[src/core/adc_coding_pkg.sv]
// ============================================================
// shared constants for the converter output coding block
// ============================================================
// holds code widths, saturation codes, overdrive limits and buffer sizes
// assumes the analog input arrives as a signed count of result lsbs
package adc_coding_pkg;

    // ========================================================
    // result word layout
    // ========================================================
    localparam int RESULT_WIDTH = 12;                   // twos-complement result bits
    localparam int MSB_POS      = 11;                   // position of the sign bit
    localparam int ANALOG_WIDTH = 16;                   // signed input model, 1 lsb units
    localparam int REF_WIDTH    = 8;                    // reference level model

    // ========================================================
    // codes
    // ========================================================
    localparam logic [11:0] CODE_ZERO     = 12'h000;    // zero differential input
    localparam logic [11:0] CODE_POS_FULL = 12'h7FF;    // largest positive code
    localparam logic [11:0] CODE_NEG_FULL = 12'h800;    // most negative code
    localparam logic [11:0] CODE_MIDSCALE = 12'h000;    // code reported on fold back

    // ========================================================
    // input thresholds, in lsbs of the result
    // ========================================================
    localparam logic signed [15:0] POS_FULL_SCALE = 16'sh07FF;  // +full scale
    localparam logic signed [15:0] NEG_FULL_SCALE = 16'shF800;  // -full scale
    localparam logic signed [15:0] FOLD_LIMIT     = 16'sh0C00;  // positive overdrive limit

    // ========================================================
    // pipeline, pin sampling and buffering
    // ========================================================
    localparam int PIPE_STAGES  = 3;                    // conversions in flight
    localparam int SYNC_STAGES  = 3;                    // flops on each async pin
    localparam int ASYNC_PINS   = 2;                    // sample clock and drive enable
    localparam int PIN_SAMPLE   = 0;                    // index of the sample clock pin
    localparam int PIN_ENABLE   = 1;                    // index of the drive enable pin
    localparam int FIFO_DEPTH   = 16;                   // buffered results
    localparam int STREAM_WIDTH = 14;                   // {discard, range flag, code}

endpackage

[src/core/result_fifo.sv]
// ============================================================
// result_fifo: flop-based fifo with a registered output stage
// ============================================================
// holds WIDTH-bit words, DEPTH entries plus one output register
// assumes DEPTH is a power of two and both sides share clk
`timescale 1ns/1ps

module result_fifo #(
    parameter int WIDTH = 14,
    parameter int DEPTH = 16
) (
    input  wire logic             clk,
    input  wire logic             arst_n,
    input  wire logic             in_valid,
    output logic                  in_ready,
    input  wire logic [WIDTH-1:0] in_data,
    output logic                  out_valid,
    input  wire logic             out_ready,
    output logic      [WIDTH-1:0] out_data
);

    localparam int PW = $clog2(DEPTH);

    logic [WIDTH-1:0] mem_reg [DEPTH];
    logic [PW-1:0]    wr_ptr_reg;
    logic [PW-1:0]    wr_ptr_next;
    logic [PW-1:0]    rd_ptr_reg;
    logic [PW-1:0]    rd_ptr_next;
    logic [PW:0]      count_reg;
    logic [PW:0]      count_next;
    logic             out_valid_reg;
    logic             out_valid_next;
    logic [WIDTH-1:0] out_data_reg;
    logic [WIDTH-1:0] out_data_next;
    logic             push;
    logic             pop;

    // full is honest: ready drops once every entry is taken
    assign in_ready  = (count_reg != DEPTH[PW:0]);
    assign out_valid = out_valid_reg;
    assign out_data  = out_data_reg;

    // push, pop into the output register, pointer and count updates
    always_comb
    begin
        push           = in_valid && in_ready;
        pop            = (count_reg != '0) && (!out_valid_reg || out_ready);
        wr_ptr_next    = push ? wr_ptr_reg + 1'b1 : wr_ptr_reg;
        rd_ptr_next    = pop ? rd_ptr_reg + 1'b1 : rd_ptr_reg;
        count_next     = count_reg + {{PW{1'b0}}, push} - {{PW{1'b0}}, pop};
        out_valid_next = pop ? 1'b1 : (out_ready ? 1'b0 : out_valid_reg);
        out_data_next  = pop ? mem_reg[rd_ptr_reg] : out_data_reg;
    end

    // state registers
    always_ff @(posedge clk or negedge arst_n)
    begin
        if (!arst_n)
        begin
            wr_ptr_reg    <= '0;
            rd_ptr_reg    <= '0;
            count_reg     <= '0;
            out_valid_reg <= 1'b0;
            out_data_reg  <= '0;
        end
        else
        begin
            wr_ptr_reg    <= wr_ptr_next;
            rd_ptr_reg    <= rd_ptr_next;
            count_reg     <= count_next;
            out_valid_reg <= out_valid_next;
            out_data_reg  <= out_data_next;
        end
    end

    // storage, written by index; contents need no reset
    always_ff @(posedge clk)
    begin
        if (push)
        begin
            mem_reg[wr_ptr_reg] <= in_data;
        end
    end

endmodule // result_fifo

[src/core/adc_output_coding.sv]
// ============================================================
// adc_output_coding: digital output side of a pipelined converter
// ============================================================
// holds the coding, saturation, three-stage latency, drive enable and
// result buffering of a 12-bit sampling converter
// assumes the sample clock and drive enable are pins from another domain,
// while the analog input and reference models come from logic on clk
`timescale 1ns/1ps

module adc_output_coding (
    input  wire logic        clk,
    input  wire logic        arst_n,
    input  wire logic        sample_clock_input,
    input  wire logic        output_drive_enable,
    input  wire logic [15:0] analog_in,
    input  wire logic [7:0]  reference_level,
    output logic      [10:0] result_low_bits,
    output logic             result_msb,
    output logic             result_msb_n,
    output logic             out_of_range_flag,
    output logic             result_discard,
    output logic             result_oe,
    output logic             stream_valid,
    input  wire logic        stream_ready,
    output logic      [13:0] stream_data,
    output logic             stream_overrun
);

    // ========================================================
    // pin sampling
    // ========================================================
    logic [2:0] pin_sync_reg  [adc_coding_pkg::ASYNC_PINS];
    logic [2:0] pin_sync_next [adc_coding_pkg::ASYNC_PINS];
    logic       pin_level_reg  [adc_coding_pkg::ASYNC_PINS];
    logic       pin_level_next [adc_coding_pkg::ASYNC_PINS];
    logic [1:0] pin_raw;
    logic       sample_edge;

    assign pin_raw = {output_drive_enable, sample_clock_input};

    // three flops per pin; a level counts once the second and third agree
    for (genvar p = 0; p < adc_coding_pkg::ASYNC_PINS; p++)
    begin : g_pin
        always_comb
        begin
            pin_sync_next[p]  = {pin_sync_reg[p][1:0], pin_raw[p]};
            pin_level_next[p] = (pin_sync_reg[p][1] == pin_sync_reg[p][2])
                                ? pin_sync_reg[p][2] : pin_level_reg[p];
        end

        always_ff @(posedge clk or negedge arst_n)
        begin
            if (!arst_n)
            begin
                pin_sync_reg[p]  <= 3'h0;
                pin_level_reg[p] <= 1'b0;
            end
            else
            begin
                pin_sync_reg[p]  <= pin_sync_next[p];
                pin_level_reg[p] <= pin_level_next[p];
            end
        end
    end

    // rising edge of the sample clock takes a sample
    assign sample_edge = pin_sync_reg[adc_coding_pkg::PIN_SAMPLE][1]
                      && pin_sync_reg[adc_coding_pkg::PIN_SAMPLE][2]
                      && !pin_level_reg[adc_coding_pkg::PIN_SAMPLE];

    // ========================================================
    // coding of a new sample
    // ========================================================
    logic signed [15:0] analog_s;
    logic [11:0]        new_code;
    logic               new_range;

    assign analog_s = signed'(analog_in);

    // saturate at both ends, fold back on heavy positive overdrive
    always_comb
    begin
        if (analog_s > adc_coding_pkg::FOLD_LIMIT)
        begin
            new_code  = adc_coding_pkg::CODE_MIDSCALE;
            new_range = 1'b1;
        end
        else if (analog_s > adc_coding_pkg::POS_FULL_SCALE)
        begin
            new_code  = adc_coding_pkg::CODE_POS_FULL;
            new_range = 1'b1;
        end
        else if (analog_s < adc_coding_pkg::NEG_FULL_SCALE)
        begin
            new_code  = adc_coding_pkg::CODE_NEG_FULL;
            new_range = 1'b1;
        end
        else
        begin
            new_code  = analog_in[11:0];
            new_range = 1'b0;
        end
    end

    // ========================================================
    // reference watch
    // ========================================================
    logic [7:0] ref_prev_reg;
    logic       ref_pending_reg;
    logic       ref_pending_next;
    logic       ref_change;
    logic       invalidate;

    // a change seen between edges is held until the next edge
    always_comb
    begin
        ref_change       = (reference_level != ref_prev_reg);
        invalidate       = sample_edge && (ref_pending_reg || ref_change);
        ref_pending_next = sample_edge ? 1'b0 : (ref_pending_reg || ref_change);
    end

    always_ff @(posedge clk or negedge arst_n)
    begin
        if (!arst_n)
        begin
            ref_prev_reg    <= 8'h00;
            ref_pending_reg <= 1'b0;
        end
        else
        begin
            ref_prev_reg    <= reference_level;
            ref_pending_reg <= ref_pending_next;
        end
    end

    // ========================================================
    // conversion pipeline
    // ========================================================
    logic [11:0] stage_code_reg  [adc_coding_pkg::PIPE_STAGES];
    logic [11:0] stage_code_next [adc_coding_pkg::PIPE_STAGES];
    logic        stage_range_reg  [adc_coding_pkg::PIPE_STAGES];
    logic        stage_range_next [adc_coding_pkg::PIPE_STAGES];
    logic        stage_bad_reg  [adc_coding_pkg::PIPE_STAGES];
    logic        stage_bad_next [adc_coding_pkg::PIPE_STAGES];

    // one stage per conversion in flight; all shift on a sample edge
    for (genvar s = 0; s < adc_coding_pkg::PIPE_STAGES; s++)
    begin : g_stage
        // stage feeding this one; stage 0 names itself so no index falls outside the array
        localparam int PREV = (s == 0) ? 0 : s - 1;

        always_comb
        begin
            stage_code_next[s]  = stage_code_reg[s];
            stage_range_next[s] = stage_range_reg[s];
            stage_bad_next[s]   = stage_bad_reg[s];
            if (sample_edge)
            begin
                if (s == 0)
                begin
                    stage_code_next[s]  = new_code;
                    stage_range_next[s] = new_range;
                    stage_bad_next[s]   = invalidate;
                end
                else
                begin
                    stage_code_next[s]  = stage_code_reg[PREV];
                    stage_range_next[s] = stage_range_reg[PREV];
                    stage_bad_next[s]   = stage_bad_reg[PREV] || invalidate;
                end
            end
        end

        // contents after reset are junk, so they are marked for discard
        always_ff @(posedge clk or negedge arst_n)
        begin
            if (!arst_n)
            begin
                stage_code_reg[s]  <= 12'h000;
                stage_range_reg[s] <= 1'b0;
                stage_bad_reg[s]   <= 1'b1;
            end
            else
            begin
                stage_code_reg[s]  <= stage_code_next[s];
                stage_range_reg[s] <= stage_range_next[s];
                stage_bad_reg[s]   <= stage_bad_next[s];
            end
        end
    end

    // ========================================================
    // output pins
    // ========================================================
    logic [11:0] out_code_reg;
    logic [11:0] out_code_next;
    logic        out_range_reg;
    logic        out_range_next;
    logic        out_bad_reg;
    logic        out_bad_next;
    logic        out_msb_n_reg;
    logic        out_msb_n_next;
    logic        oe_reg;
    logic        oe_next;
    logic        push_reg;
    logic        push_next;
    logic        overrun_reg;
    logic        overrun_next;
    logic        fifo_in_ready;

    // last stage moves to the pins, word and flag together
    always_comb
    begin
        out_code_next  = sample_edge ? stage_code_reg[2] : out_code_reg;
        out_range_next = sample_edge ? stage_range_reg[2] : out_range_reg;
        out_bad_next   = sample_edge ? stage_bad_reg[2] : out_bad_reg;
        out_msb_n_next = ~out_code_next[adc_coding_pkg::MSB_POS];
        oe_next        = pin_level_reg[adc_coding_pkg::PIN_ENABLE];
        push_next      = sample_edge;
        overrun_next   = push_reg && !fifo_in_ready;
    end

    always_ff @(posedge clk or negedge arst_n)
    begin
        if (!arst_n)
        begin
            out_code_reg  <= 12'h000;
            out_range_reg <= 1'b0;
            out_bad_reg   <= 1'b1;
            out_msb_n_reg <= 1'b1;
            oe_reg        <= 1'b0;
            push_reg      <= 1'b0;
            overrun_reg   <= 1'b0;
        end
        else
        begin
            out_code_reg  <= out_code_next;
            out_range_reg <= out_range_next;
            out_bad_reg   <= out_bad_next;
            out_msb_n_reg <= out_msb_n_next;
            oe_reg        <= oe_next;
            push_reg      <= push_next;
            overrun_reg   <= overrun_next;
        end
    end

    assign result_low_bits   = out_code_reg[10:0];
    assign result_msb        = out_code_reg[adc_coding_pkg::MSB_POS];
    assign result_msb_n      = out_msb_n_reg;
    assign out_of_range_flag = out_range_reg;
    assign result_discard    = out_bad_reg;
    assign result_oe         = oe_reg;
    assign stream_overrun    = overrun_reg;

    // ========================================================
    // result buffer
    // ========================================================
    // every result on the pins is also queued; a stalled reader loses later ones
    result_fifo #(
        .WIDTH (adc_coding_pkg::STREAM_WIDTH),
        .DEPTH (adc_coding_pkg::FIFO_DEPTH)
    ) u_fifo (
        .clk       (clk),
        .arst_n    (arst_n),
        .in_valid  (push_reg),
        .in_ready  (fifo_in_ready),
        .in_data   ({out_bad_reg, out_range_reg, out_code_reg}),
        .out_valid (stream_valid),
        .out_ready (stream_ready),
        .out_data  (stream_data)
    );

    // ========================================================
    // checks
    // ========================================================
    zero_code_a : assert property (@(posedge clk) disable iff (!arst_n)
        sample_edge && analog_in == 16'h0000 |=> stage_code_reg[0] == 12'h000)
        else $error("zero input not coded as zero");

    range_low_flag_a : assert property (@(posedge clk) disable iff (!arst_n)
        sample_edge && analog_s <= 16'sh07FF && analog_s >= 16'shF800
        |=> !stage_range_reg[0])
        else $error("range flag set for in-range input");

    sat_high_a : assert property (@(posedge clk) disable iff (!arst_n)
        sample_edge && analog_s > 16'sh07FF && analog_s <= 16'sh0C00
        |=> stage_range_reg[0] && stage_code_reg[0] == 12'h7FF)
        else $error("positive saturation wrong");

    sat_low_a : assert property (@(posedge clk) disable iff (!arst_n)
        sample_edge && analog_s < 16'shF800
        |=> stage_range_reg[0] && stage_code_reg[0] == 12'h800)
        else $error("negative saturation wrong");

    msb_pair_a : assert property (@(posedge clk) disable iff (!arst_n)
        result_msb_n == !result_msb)
        else $error("complement top bit mismatch");

    float_pins_a : assert property (@(posedge clk) disable iff (!arst_n)
        !pin_sync_reg[1][1] && !pin_sync_reg[1][2] |=> ##1 !result_oe)
        else $error("outputs driven while enable low");

    ref_flush_a : assert property (@(posedge clk) disable iff (!arst_n)
        invalidate |=> stage_bad_reg[0] && stage_bad_reg[1] && stage_bad_reg[2])
        else $error("reference change did not flush pipeline");

    fold_back_a : assert property (@(posedge clk) disable iff (!arst_n)
        sample_edge && analog_s > 16'sh0C00 |=> stage_code_reg[0] == 12'h000)
        else $error("overdrive did not fold back");

    edge_take_a : assert property (@(posedge clk) disable iff (!arst_n)
        sample_edge |-> !pin_level_reg[0] ##1 pin_level_reg[0])
        else $error("sample taken without rising edge");

    latency_a : assert property (@(posedge clk) disable iff (!arst_n)
        sample_edge |=> out_code_reg == $past(stage_code_reg[2])
            && stage_code_reg[2] == $past(stage_code_reg[1])
            && stage_code_reg[1] == $past(stage_code_reg[0]))
        else $error("result latency wrong");

    flag_with_word_a : assert property (@(posedge clk) disable iff (!arst_n)
        $changed(out_range_reg) |-> $past(sample_edge))
        else $error("range flag changed apart from word");

    saturate_cover : cover property (@(posedge clk) disable iff (!arst_n)
        sample_edge && analog_s > 16'sh07FF);

    flush_cover : cover property (@(posedge clk) disable iff (!arst_n)
        invalidate ##1 stage_bad_reg[2]);

    overrun_cover : cover property (@(posedge clk) disable iff (!arst_n)
        stream_overrun);

    float_cover : cover property (@(posedge clk) disable iff (!arst_n)
        $fell(result_oe));

endmodule // adc_output_coding

[config.mk]
export PLATFORM = sky130hd
export DESIGN_NAME = adc_output_coding
export DESIGN_NICKNAME = d
export VERILOG_FILES = /design/src/core/adc_coding_pkg.sv /design/src/core/result_fifo.sv /design/src/core/adc_output_coding.sv
export SDC_FILE = /design/constraint.sdc
export NUM_CORES = 1
export LEC_CHECK = 0
export ABC_AREA = 1
export CORE_UTILIZATION = 40
export CTS_CLUSTER_DIAMETER = 120
export DETAILED_ROUTE_END_ITERATION = 8
export DONT_BUFFER_PORTS = 1
export PLACE_DENSITY = 0.55
export REMOVE_ABC_BUFFERS = 1
export SLEW_MARGIN = 20
export SYNTH_ARGS = -nofsm -noshare
export SYNTH_HDL_FRONTEND = slang
export SYNTH_SLANG_ARGS = --single-unit
[constraint.sdc]
create_clock -name clk -period 6.18 [get_ports clk]
set_input_delay 1.236 -clock clk [delete_from_list [all_inputs] [get_ports clk]]
set_output_delay 1.236 -clock clk [all_outputs]
set_load 0.03 [all_outputs]
==> After elaboration in Yosys (flattened, before gate mapping) <==
Memory sizes are Yosys's and may differ from the RTL's. A register that Yosys moved wholly into a read port is not among the register bits.
Index checks and enable logic that the tools add are counted.
{ "word_totals": {"n_memories": 1, "register_bits": 91, "mem_bits_rw": 224, "in_bits": 29} }
{ "classes": {"bitwise_logic": 1, "n_mux": 12, "n_reduce_logical": 16, "n_addsub": 4, "n_eq_ne": 4, "order_cmp": 3} }
{ "mem_list": {"columns": ["name", "words", "width", "read_ports", "rd_clocked_by_memory_dff", "wr", "line", "text"], "rows": [
  ["u_fifo.mem_reg", 16, 14, 1, 1, 1, "result_fifo.sv:24", "logic [WIDTH-1:0] mem_reg [DEPTH];"]
]} }
{ "op_table": {"columns": ["cell", "n"], "rows": [
  ["two-way mux 12 bit", 4],
  ["greater-than comparator 16 x 12 -> 1 bit (second input constant)", 1],
  ["greater-than comparator 16 x 13 -> 1 bit (second input constant)", 1],
  ["< comparator 16 x 12 -> 1 bit (second input constant)", 1],
  ["adder 4 x 1 -> 4 bit (second input constant)", 2],
  ["two-way mux 1 bit", 8],
  ["inequality test 8 bit", 1],
  ["logical AND 1 bit", 6],
  ["adder 5 x 1 -> 5 bit", 1],
  ["inequality test 5 bit (second input constant)", 1],
  ["nonzero test 5 bit", 1],
  ["subtractor 5 x 1 -> 5 bit", 1],
  ["logical NOT 1 bit", 4],
  ["logical OR 1 bit", 4],
  ["equality test 1 bit", 2],
  ["nonzero test 2 bit", 1],
  ["NOT 1 bit", 1]
]} }

==> Depth between registers and ports, before layout <==
Gate-level depths: netlist (run 1).
{ "depth": {"ltp_word": 4, "ltp_mapped": 14, "ltp_nobuf": 13} }

==> Cells and area by module <==
A second synthesis (run 1) with hierarchy kept.
{ "hier_totals": {"hier_cells": 1401, "area_unflattened_um2": 14082.3} }
{ "modules_own_cells": {"columns": ["module", "cells_per_inst", "area_each_um2", "instances", "seq_area_each_um2"], "rows": [
  ["result_fifo", 1064, 10974.3, 1, 7427.1],
  ["adc_output_coding", 337, 3108.0, 1, 1933.1]
]} }

==> Worst setup path after synthesis (run 1) <==
OpenSTA, ideal clock, no wires.
{ "synth_timing": {"path_type": "input -> register", "startpoint": "in stream_ready", "endpoint": "reg u_fifo.count_reg[4]", "t_arrival_ps": 3023, "setup_time_ps": 128, "required_time_ps": 6052, "cell_stages": 13, "n_path_buf": 1, "path_slack_ps": 3030, "path_cell_list": "inv_1 nand2_1 nand2_1 inv_1 buf_2 ha_1 inv_1 ha_1 inv_1 fa_1 o21ai_0 a21oi_1 xor2_1"} }
{ "synth_between": {"elab_chain_cells": 3} }
{ "synth_lines": {"columns": ["element", "line", "text"], "rows": [
  ["from (decl)", "adc_output_coding.sv:24", "input wire logic stream_ready,"],
  ["logical OR 1 bit", "result_fifo.sv:47", "pop = (count_reg != '0) && (!out_valid_reg || out_ready);"],
  ["logical AND 1 bit", "result_fifo.sv:47", null],
  ["subtractor 5 x 1 -> 5 bit", "result_fifo.sv:50", "count_next = count_reg + {{PW{1'b0}}, push} - {{PW{1'b0}}, pop};"],
  ["net u_fifo.count_next[4]", "result_fifo.sv:30", "logic [PW:0] count_next;"],
  ["to (signal assigned)", "result_fifo.sv:70", "count_reg <= count_next;"],
  ["to (decl)", "result_fifo.sv:29", "logic [PW:0] count_reg;"]
]} }
The timed path passes the listed nets, and every way through them passes these cells.
A chain may end at the register's enable or synchronous reset.

==> Worst setup path after layout (run 1) <==
Same ends and word-level chain as after synthesis.

==> results of run 1 <==
[routing by layer]
metal	vias up	track usage	share of wire
met1	4181	0.2310	0.46
met3	40	0.02645	0.043
met2	160	0.2834	0.48
met5	-	0	0
met4	0	0.04280	0.017
li1	4399	-	-
[Yosys cell counts, drive strengths merged]
cell      n  share of area
a21oi     6         0.0022
buf      46          0.021
clkbuf   15         0.0040
clkinv    2        0.00054
dfrtp   100           0.18
dfstp     5         0.0094
edfxtp  224           0.48
fa        1         0.0014
ha       12          0.011
inv     230          0.062
maj3      1        0.00072
mux2      1        0.00081
nand2   459           0.12
nand3   184          0.066
nand4     5         0.0022
nor2     34         0.0097
o21ai    43          0.015
or2       1        0.00045
xnor2     4         0.0025
xor2      9         0.0057
[cells by family after synthesis]
kind of cell | after synthesis
DFF | 329
and+or+nand+nor | 683
buffers and inverters | 293
AOI/OAI and AO/OA | 49
muxes | 1
xor gates and xnor gates | 13
adders and majority gates | 14
[worst max-delay path, cell delays in order]
cell and delay, ns:
inv_1 0.03, nand2_1 0.05, nand2_1 0.47, inv_1 0.47, ha_1 0.40, inv_1 0.05
ha_1 0.16, inv_1 0.06, fa_1 0.40, o21ai_0 0.18, a21oi_1 0.10, xor2_1 0.14
[metrics by stage]
step,power [mW],setup WS (ns),hold slack [ns]
2_1_floorplan,4.363,2.611,0.3312
3_3_place_gp,5.017,2.267,0.3318
3_5_place_dp,5.035,2.225,0.3347
4_1_cts,7.054,2.761,0.3494
5_1_grt,7.407,2.503,0.3615
6_report,6.961,2.793,0.3479
[power by group through the flow]
stage / registers [mW] / clock network [mW] / logic (mW)
after detailed placement: 3.29 / 0 / 1.75
after CTS: 3.25 / 2.05 / 1.75
after floorplan: 3.28 / 0 / 1.08
after global routing: 3.28 / 2.14 / 1.98
after global placement: 3.29 / 0 / 1.73
final: 3.23 / 2.00 / 1.73
[layout make-up]
class                      instances  area share
tap                              455     0.03677
clock buffer                      59     0.06836
timing repair buffer              28     0.01358
multi-input combinational        760      0.2175
sequential                       329      0.6048
clock inverter                     6    0.002586
inverter                         232     0.05640
[worst max path at each step]
stage                              start                   to  slack, ns  cells after the start
global placement            stream_ready  u_fifo.count_reg[4]       2.27                     12
CTS                         stream_ready  u_fifo.count_reg[4]       2.76                     12
finish                      stream_ready  u_fifo.count_reg[4]       2.79                     12
floorplan           u_fifo.rd_ptr_reg[0]   u_fifo.out_data[0]       2.61                      9
detailed placement          stream_ready  u_fifo.count_reg[4]       2.23                     12
global route                stream_ready  u_fifo.count_reg[4]       2.50                     12
==> metrics.csv, run 1 <==
metric,value,unit
VDD IR max,0.0002352,V
multi-input combinational cell area,3367,um2
DRC viols,0,
switch share,0.3573,
core area,34460,um2
total grt overflow,0,
filler-free cell count of the finished design,1869,
routed vias/inst,4.698,
XOR/XNOR Fraction of Synth Area,0.008162,
I/O pin cnt,61,
Mapped Avg Cell Area,10.09,um2
"flops & latches, synth",329,
fillers,3264,
root buffer cell,clkbuf_16,
CTS tree,built,
Layout Nets,1430,
global-route wire length before repair,47160,um
register-to-register path setup slack,2.90,ns
Logic pwr share,0.248,
Slew HR,0.3343,
Reg2Reg Launch Point,u_fifo.count_reg[2],
Yosys cell types,26,
Iter 0 DRT Violations,650,
Setup CP Type,input port to flop,
sequential power share,0.465,
Synth Instances,1382,
Mapped Area,13950,um2
DR WL/cell,15.72,um
Psw,2.487,mW
All-Layer GR Usage,0.1697,
critical path endpoint category,flop,
Placer Congestion,0.7739,
"commonest non-fill, non-tap cell in the layout",nand2_1,
initial core utilization,0.4048,
WP data arrival,3.77,ns
Critical Path RT,6.56,ns
post-layout min period,3.387,ns
cts hold-fix bufs,0,
clock share of power,0.287,
vias in the first global route,8409,
H-tree lvl count,2,
Compound-Gate Fraction of Synth Area,0.01758,
sequential area share after synthesis,0.6710,
Slew Limit Fails,0,
HP Start,pin_sync_next[1],
row count,68,
Placed Cells incl. Taps,1804,
main combinational cell family by area after synthesis,simple AND/OR/NAND/NOR gates,
largest net degree at the start of global routing,106,
Seq. cell area,9365,um2
Finished Core Util,0.4493,
pwr/cell area,449.6,nW/um2
Num CTS Buffers,37,
max FFs per register,224,
Pint,4.474,mW
Final Cycle Share,0.5481,
chip height,188.7,um
RSZ-0062 raised after global routing,false,
die area,35620,um2
worst min path class,flop to flop,
chip width,188.7,um
layout cells sized above 1,0.06223,
clk_skew,0.02012,ns
post-synthesis mux area share,0.0008072,
worst-case clock buffer depth,3,
Critical Path Source Type,input port,
status,finished clean,
post-route cell area,15480,um2
Post-CTS Setup Bufs,0,
final WL,29380,um
Fin. Hold Viols,0,
Hold Path Stages,0,
post-CTS sizing,0,
Layout area overhead,11.00,%
total negative slack,0,ns
Synth Area in Adders,0.01292,
simple-gate share of the synthesized area,0.2019,
number of clock sinks,329,
initial antenna violation count,0,
fmax,295.2,MHz
Max Cap Violations,0,
"CTS clk-pin slew, worst paths",0.06,ns
WHS Endpoint,pin_sync_next[2],
worst r2r dst,u_fifo.count_reg[4],
# diodes,0,
Pleak,6.952,nW
post-DP HPWL,16910,um
Worst-Margin Slew,0.9986,ns
Post-DP Area,14390,um2
clk_lat worst skew,0.51,ns
Synth warnings,0,
"antenna viol nets, final",0,
most frequent cells in the layout,"nand2_1, inv_1, edfxtp_1",
PortBufs,0,
TritonRoute pass-1 iters,5,
Vias,8780,
crit-path max FO,20,
final setup fails,0,
Worst R2R Path Depth,13,
(Power assumes the default switching activity.)
==> run 2, diff against run 1 <==
Settings changed: PLACE_DENSITY 0.55 to 0.57.
Clock period 6.18 ns to 2.8 ns, I/O delays scaled along.
==> run 2 against run 1 <==
Effect of this change: the run now ends with hold timing left; clock skew is 0.0092 ns lower; count of clock-buffer cells in the layout decreased by 11; routed wire length rose by 7.1%; register-to-register slack worse by 2.4 ns; via count grew 1.9%; die area did not move; final cell count is 0.96% higher; worst hold slack worse by 0.60 ns; combinational power is 150% higher; highest routed layer unchanged.
==> metrics.csv, run 2 (synthesis gave the netlist of run 1 again) <==
metric,value,unit,change
layout cells sized above 1,0.07542,,+0.01318
Critical Path RT,3.19,ns,-3.37 ns
pwr/cell area,1008,nW/um2,+120%
filler-free cell count of the finished design,1887,,+0.96%
clk_lat worst skew,0.51,ns,about the same
RSZ-0062 raised after global routing,false,,
Worst R2R Path Depth,13,,unchanged
worst-path cell chain,inv_1 > ha_1 > nand4_1 > nand2_1 > inv_1 > ha_1 > inv_1 > ha_1 > inv_1 > fa_1 > o21ai_0 > a21oi_1 > xor2_1,,
number of clock sinks,329,,unchanged
largest net degree at the start of global routing,115,,+8.5%
uppermost routed layer,met4,,
Placed Cells incl. Taps,1822,,+1.0%
DRC viols,0,,unchanged
"commonest non-fill, non-tap cell in the layout",nand2_1,,
Max Cap Violations,0,,unchanged
post-DP HPWL,19020,um,+12%
"Power, Total",15.82,mW,+130%
critical path's top delay family,adder cells,,
Post-CTS Setup Bufs,0,,unchanged
vias in the first global route,8511,,+1.2%
Slew HR,0.3858,,+0.05157
CTS tree,built,,
WP data arrival,2.72,ns,-1.05 ns
Finished Core Util,0.4556,,+0.006210
worst min path class,input port to asynchronous set/reset pin,,
Final Cycle Share,0.8339,,
chip height,188.7,um,unchanged
clk_skew,0.01094,ns,-0.009173 ns
slowest CP cell,fa_1,,
H-tree lvl count,2,,unchanged
failing checks,hold timing,,
DR WL/cell,16.67,um,+6.1%
Vias,8947,,+1.9%
Fin. Hold Viols,105,,+105
Layout Nets,1448,,+1.3%
post-layout min period,2.335,ns,
Num CTS Buffers,37,,unchanged
worst-case clock buffer depth,3,,unchanged
Setup CP Type,flop to flop,,
cell depth of the worst setup path,13,,+1
root buffer cell,clkbuf_16,,
chip width,188.7,um,unchanged
VDD IR max,0.0009162,V,+290%
global-route wire length before repair,49250,um,+4.4%
register-to-register path setup slack,0.46,ns,-2.44 ns
Critical Path Most Common Cell,inv_1,,
core area,34460,um2,unchanged
worst r2r dst,u_fifo.count_reg[4],,
All-Layer GR Usage,0.1805,,+0.01083
Pleak,7.079,nW,+1.8%
row count,68,,unchanged
highest cell delay on the worst timing path,0.39,ns,-0.08 ns
max FFs per register,224,,unchanged
post-CTS sizing,0,,unchanged
Placer Congestion,0.8412,,+8.7%
initial antenna violation count,0,,unchanged
status,"finished, violations left",,
I/O pin cnt,61,,unchanged
final setup fails,0,,unchanged
Critical Path Source Type,flop,,
crit-path max FO,2,,-90%
# diodes,0,,unchanged
most frequent cells in the layout,"nand2_1, inv_1, edfxtp_1",,
total negative slack,0,ns,unchanged
routed vias/inst,4.741,,+0.93%
metal2 WL,14820,um,+5.2%
Layout area overhead,12.53,%,
final WL,31460,um,+7.1%
WHS,-0.2489,ns,-0.5968 ns
die area,35620,um2,unchanged
PortBufs,0,,unchanged
Reg2Reg Launch Point,u_fifo.count_reg[3],,
Metal-1 WL,14360,um,+6.2%
initial core utilization,0.4048,,unchanged
Worst-Margin Slew,0.9213,ns,-0.07736 ns
"antenna viol nets, final",0,,unchanged
Slew Limit Fails,0,,unchanged
CP bufs+invs,4,,unchanged
Iter 0 DRT Violations,623,,-4.2%
total grt overflow,0,,unchanged
"CTS clk-pin slew, worst paths",0.06,ns,about the same
Met3 Wirelength,1710,um,+36%
TritonRoute pass-1 iters,5,,unchanged
fmax,428.3,MHz,
critical path endpoint category,flop,,
run 2: changes by cell type in the layout (fill, tap and decap cells not counted), sizes merged:
cell,change
clkbuf,-11
inv,-2
buf,+18
clkinvlp,+1
bufinv,+2
clkinv,+10
run 2: layout make-up:
class                   instances  area, um2
inverters                     232      873.3
flip-flops and latches        329       9365
fillers                      3321      18760
well taps                     455      569.3
repair buffers                 46      382.9
clock buffers                  48       1008
clock inverters                17      131.4
multi-input cells             760       3367
run 2: worst max path at each step:
stage,endpoint,from
CTS,u_fifo.count_reg[4],u_fifo.count_reg[3]
global route,u_fifo.count_reg[4],u_fifo.count_reg[3]
detailed placement,u_fifo.count_reg[4],u_fifo.count_reg[3]
global placement,u_fifo.count_reg[4],u_fifo.count_reg[2]
floorplan,u_fifo.out_data[0],u_fifo.rd_ptr_reg[0]
finish,u_fifo.count_reg[4],u_fifo.count_reg[3]
run 2: routing by layer:
metal  up-vias  track usage
li1       4428            -
met1      4263       0.2532
met2       212       0.2928
met3        44      0.02850
met4         0      0.04498
met5         -            0
run 2: through the flow:
step,area (um2),setup WS [ns]
after floorplan,13600,-0.7692
after global placement,14560,0.4487
after detailed placement,14560,0.4366
after CTS,15700,0.4417
after global routing,15700,0.2774
final,15700,0.4650
run 2: report_power, final:
group / switching (mW) / total (mW) / internal, mW / leakage (nW)
logic: 2.95 / 4.26 / 1.31 / 3.18
registers: 0.885 / 7.00 / 6.11 / 3.34
clock network: 1.85 / 4.57 / 2.72 / 0.557
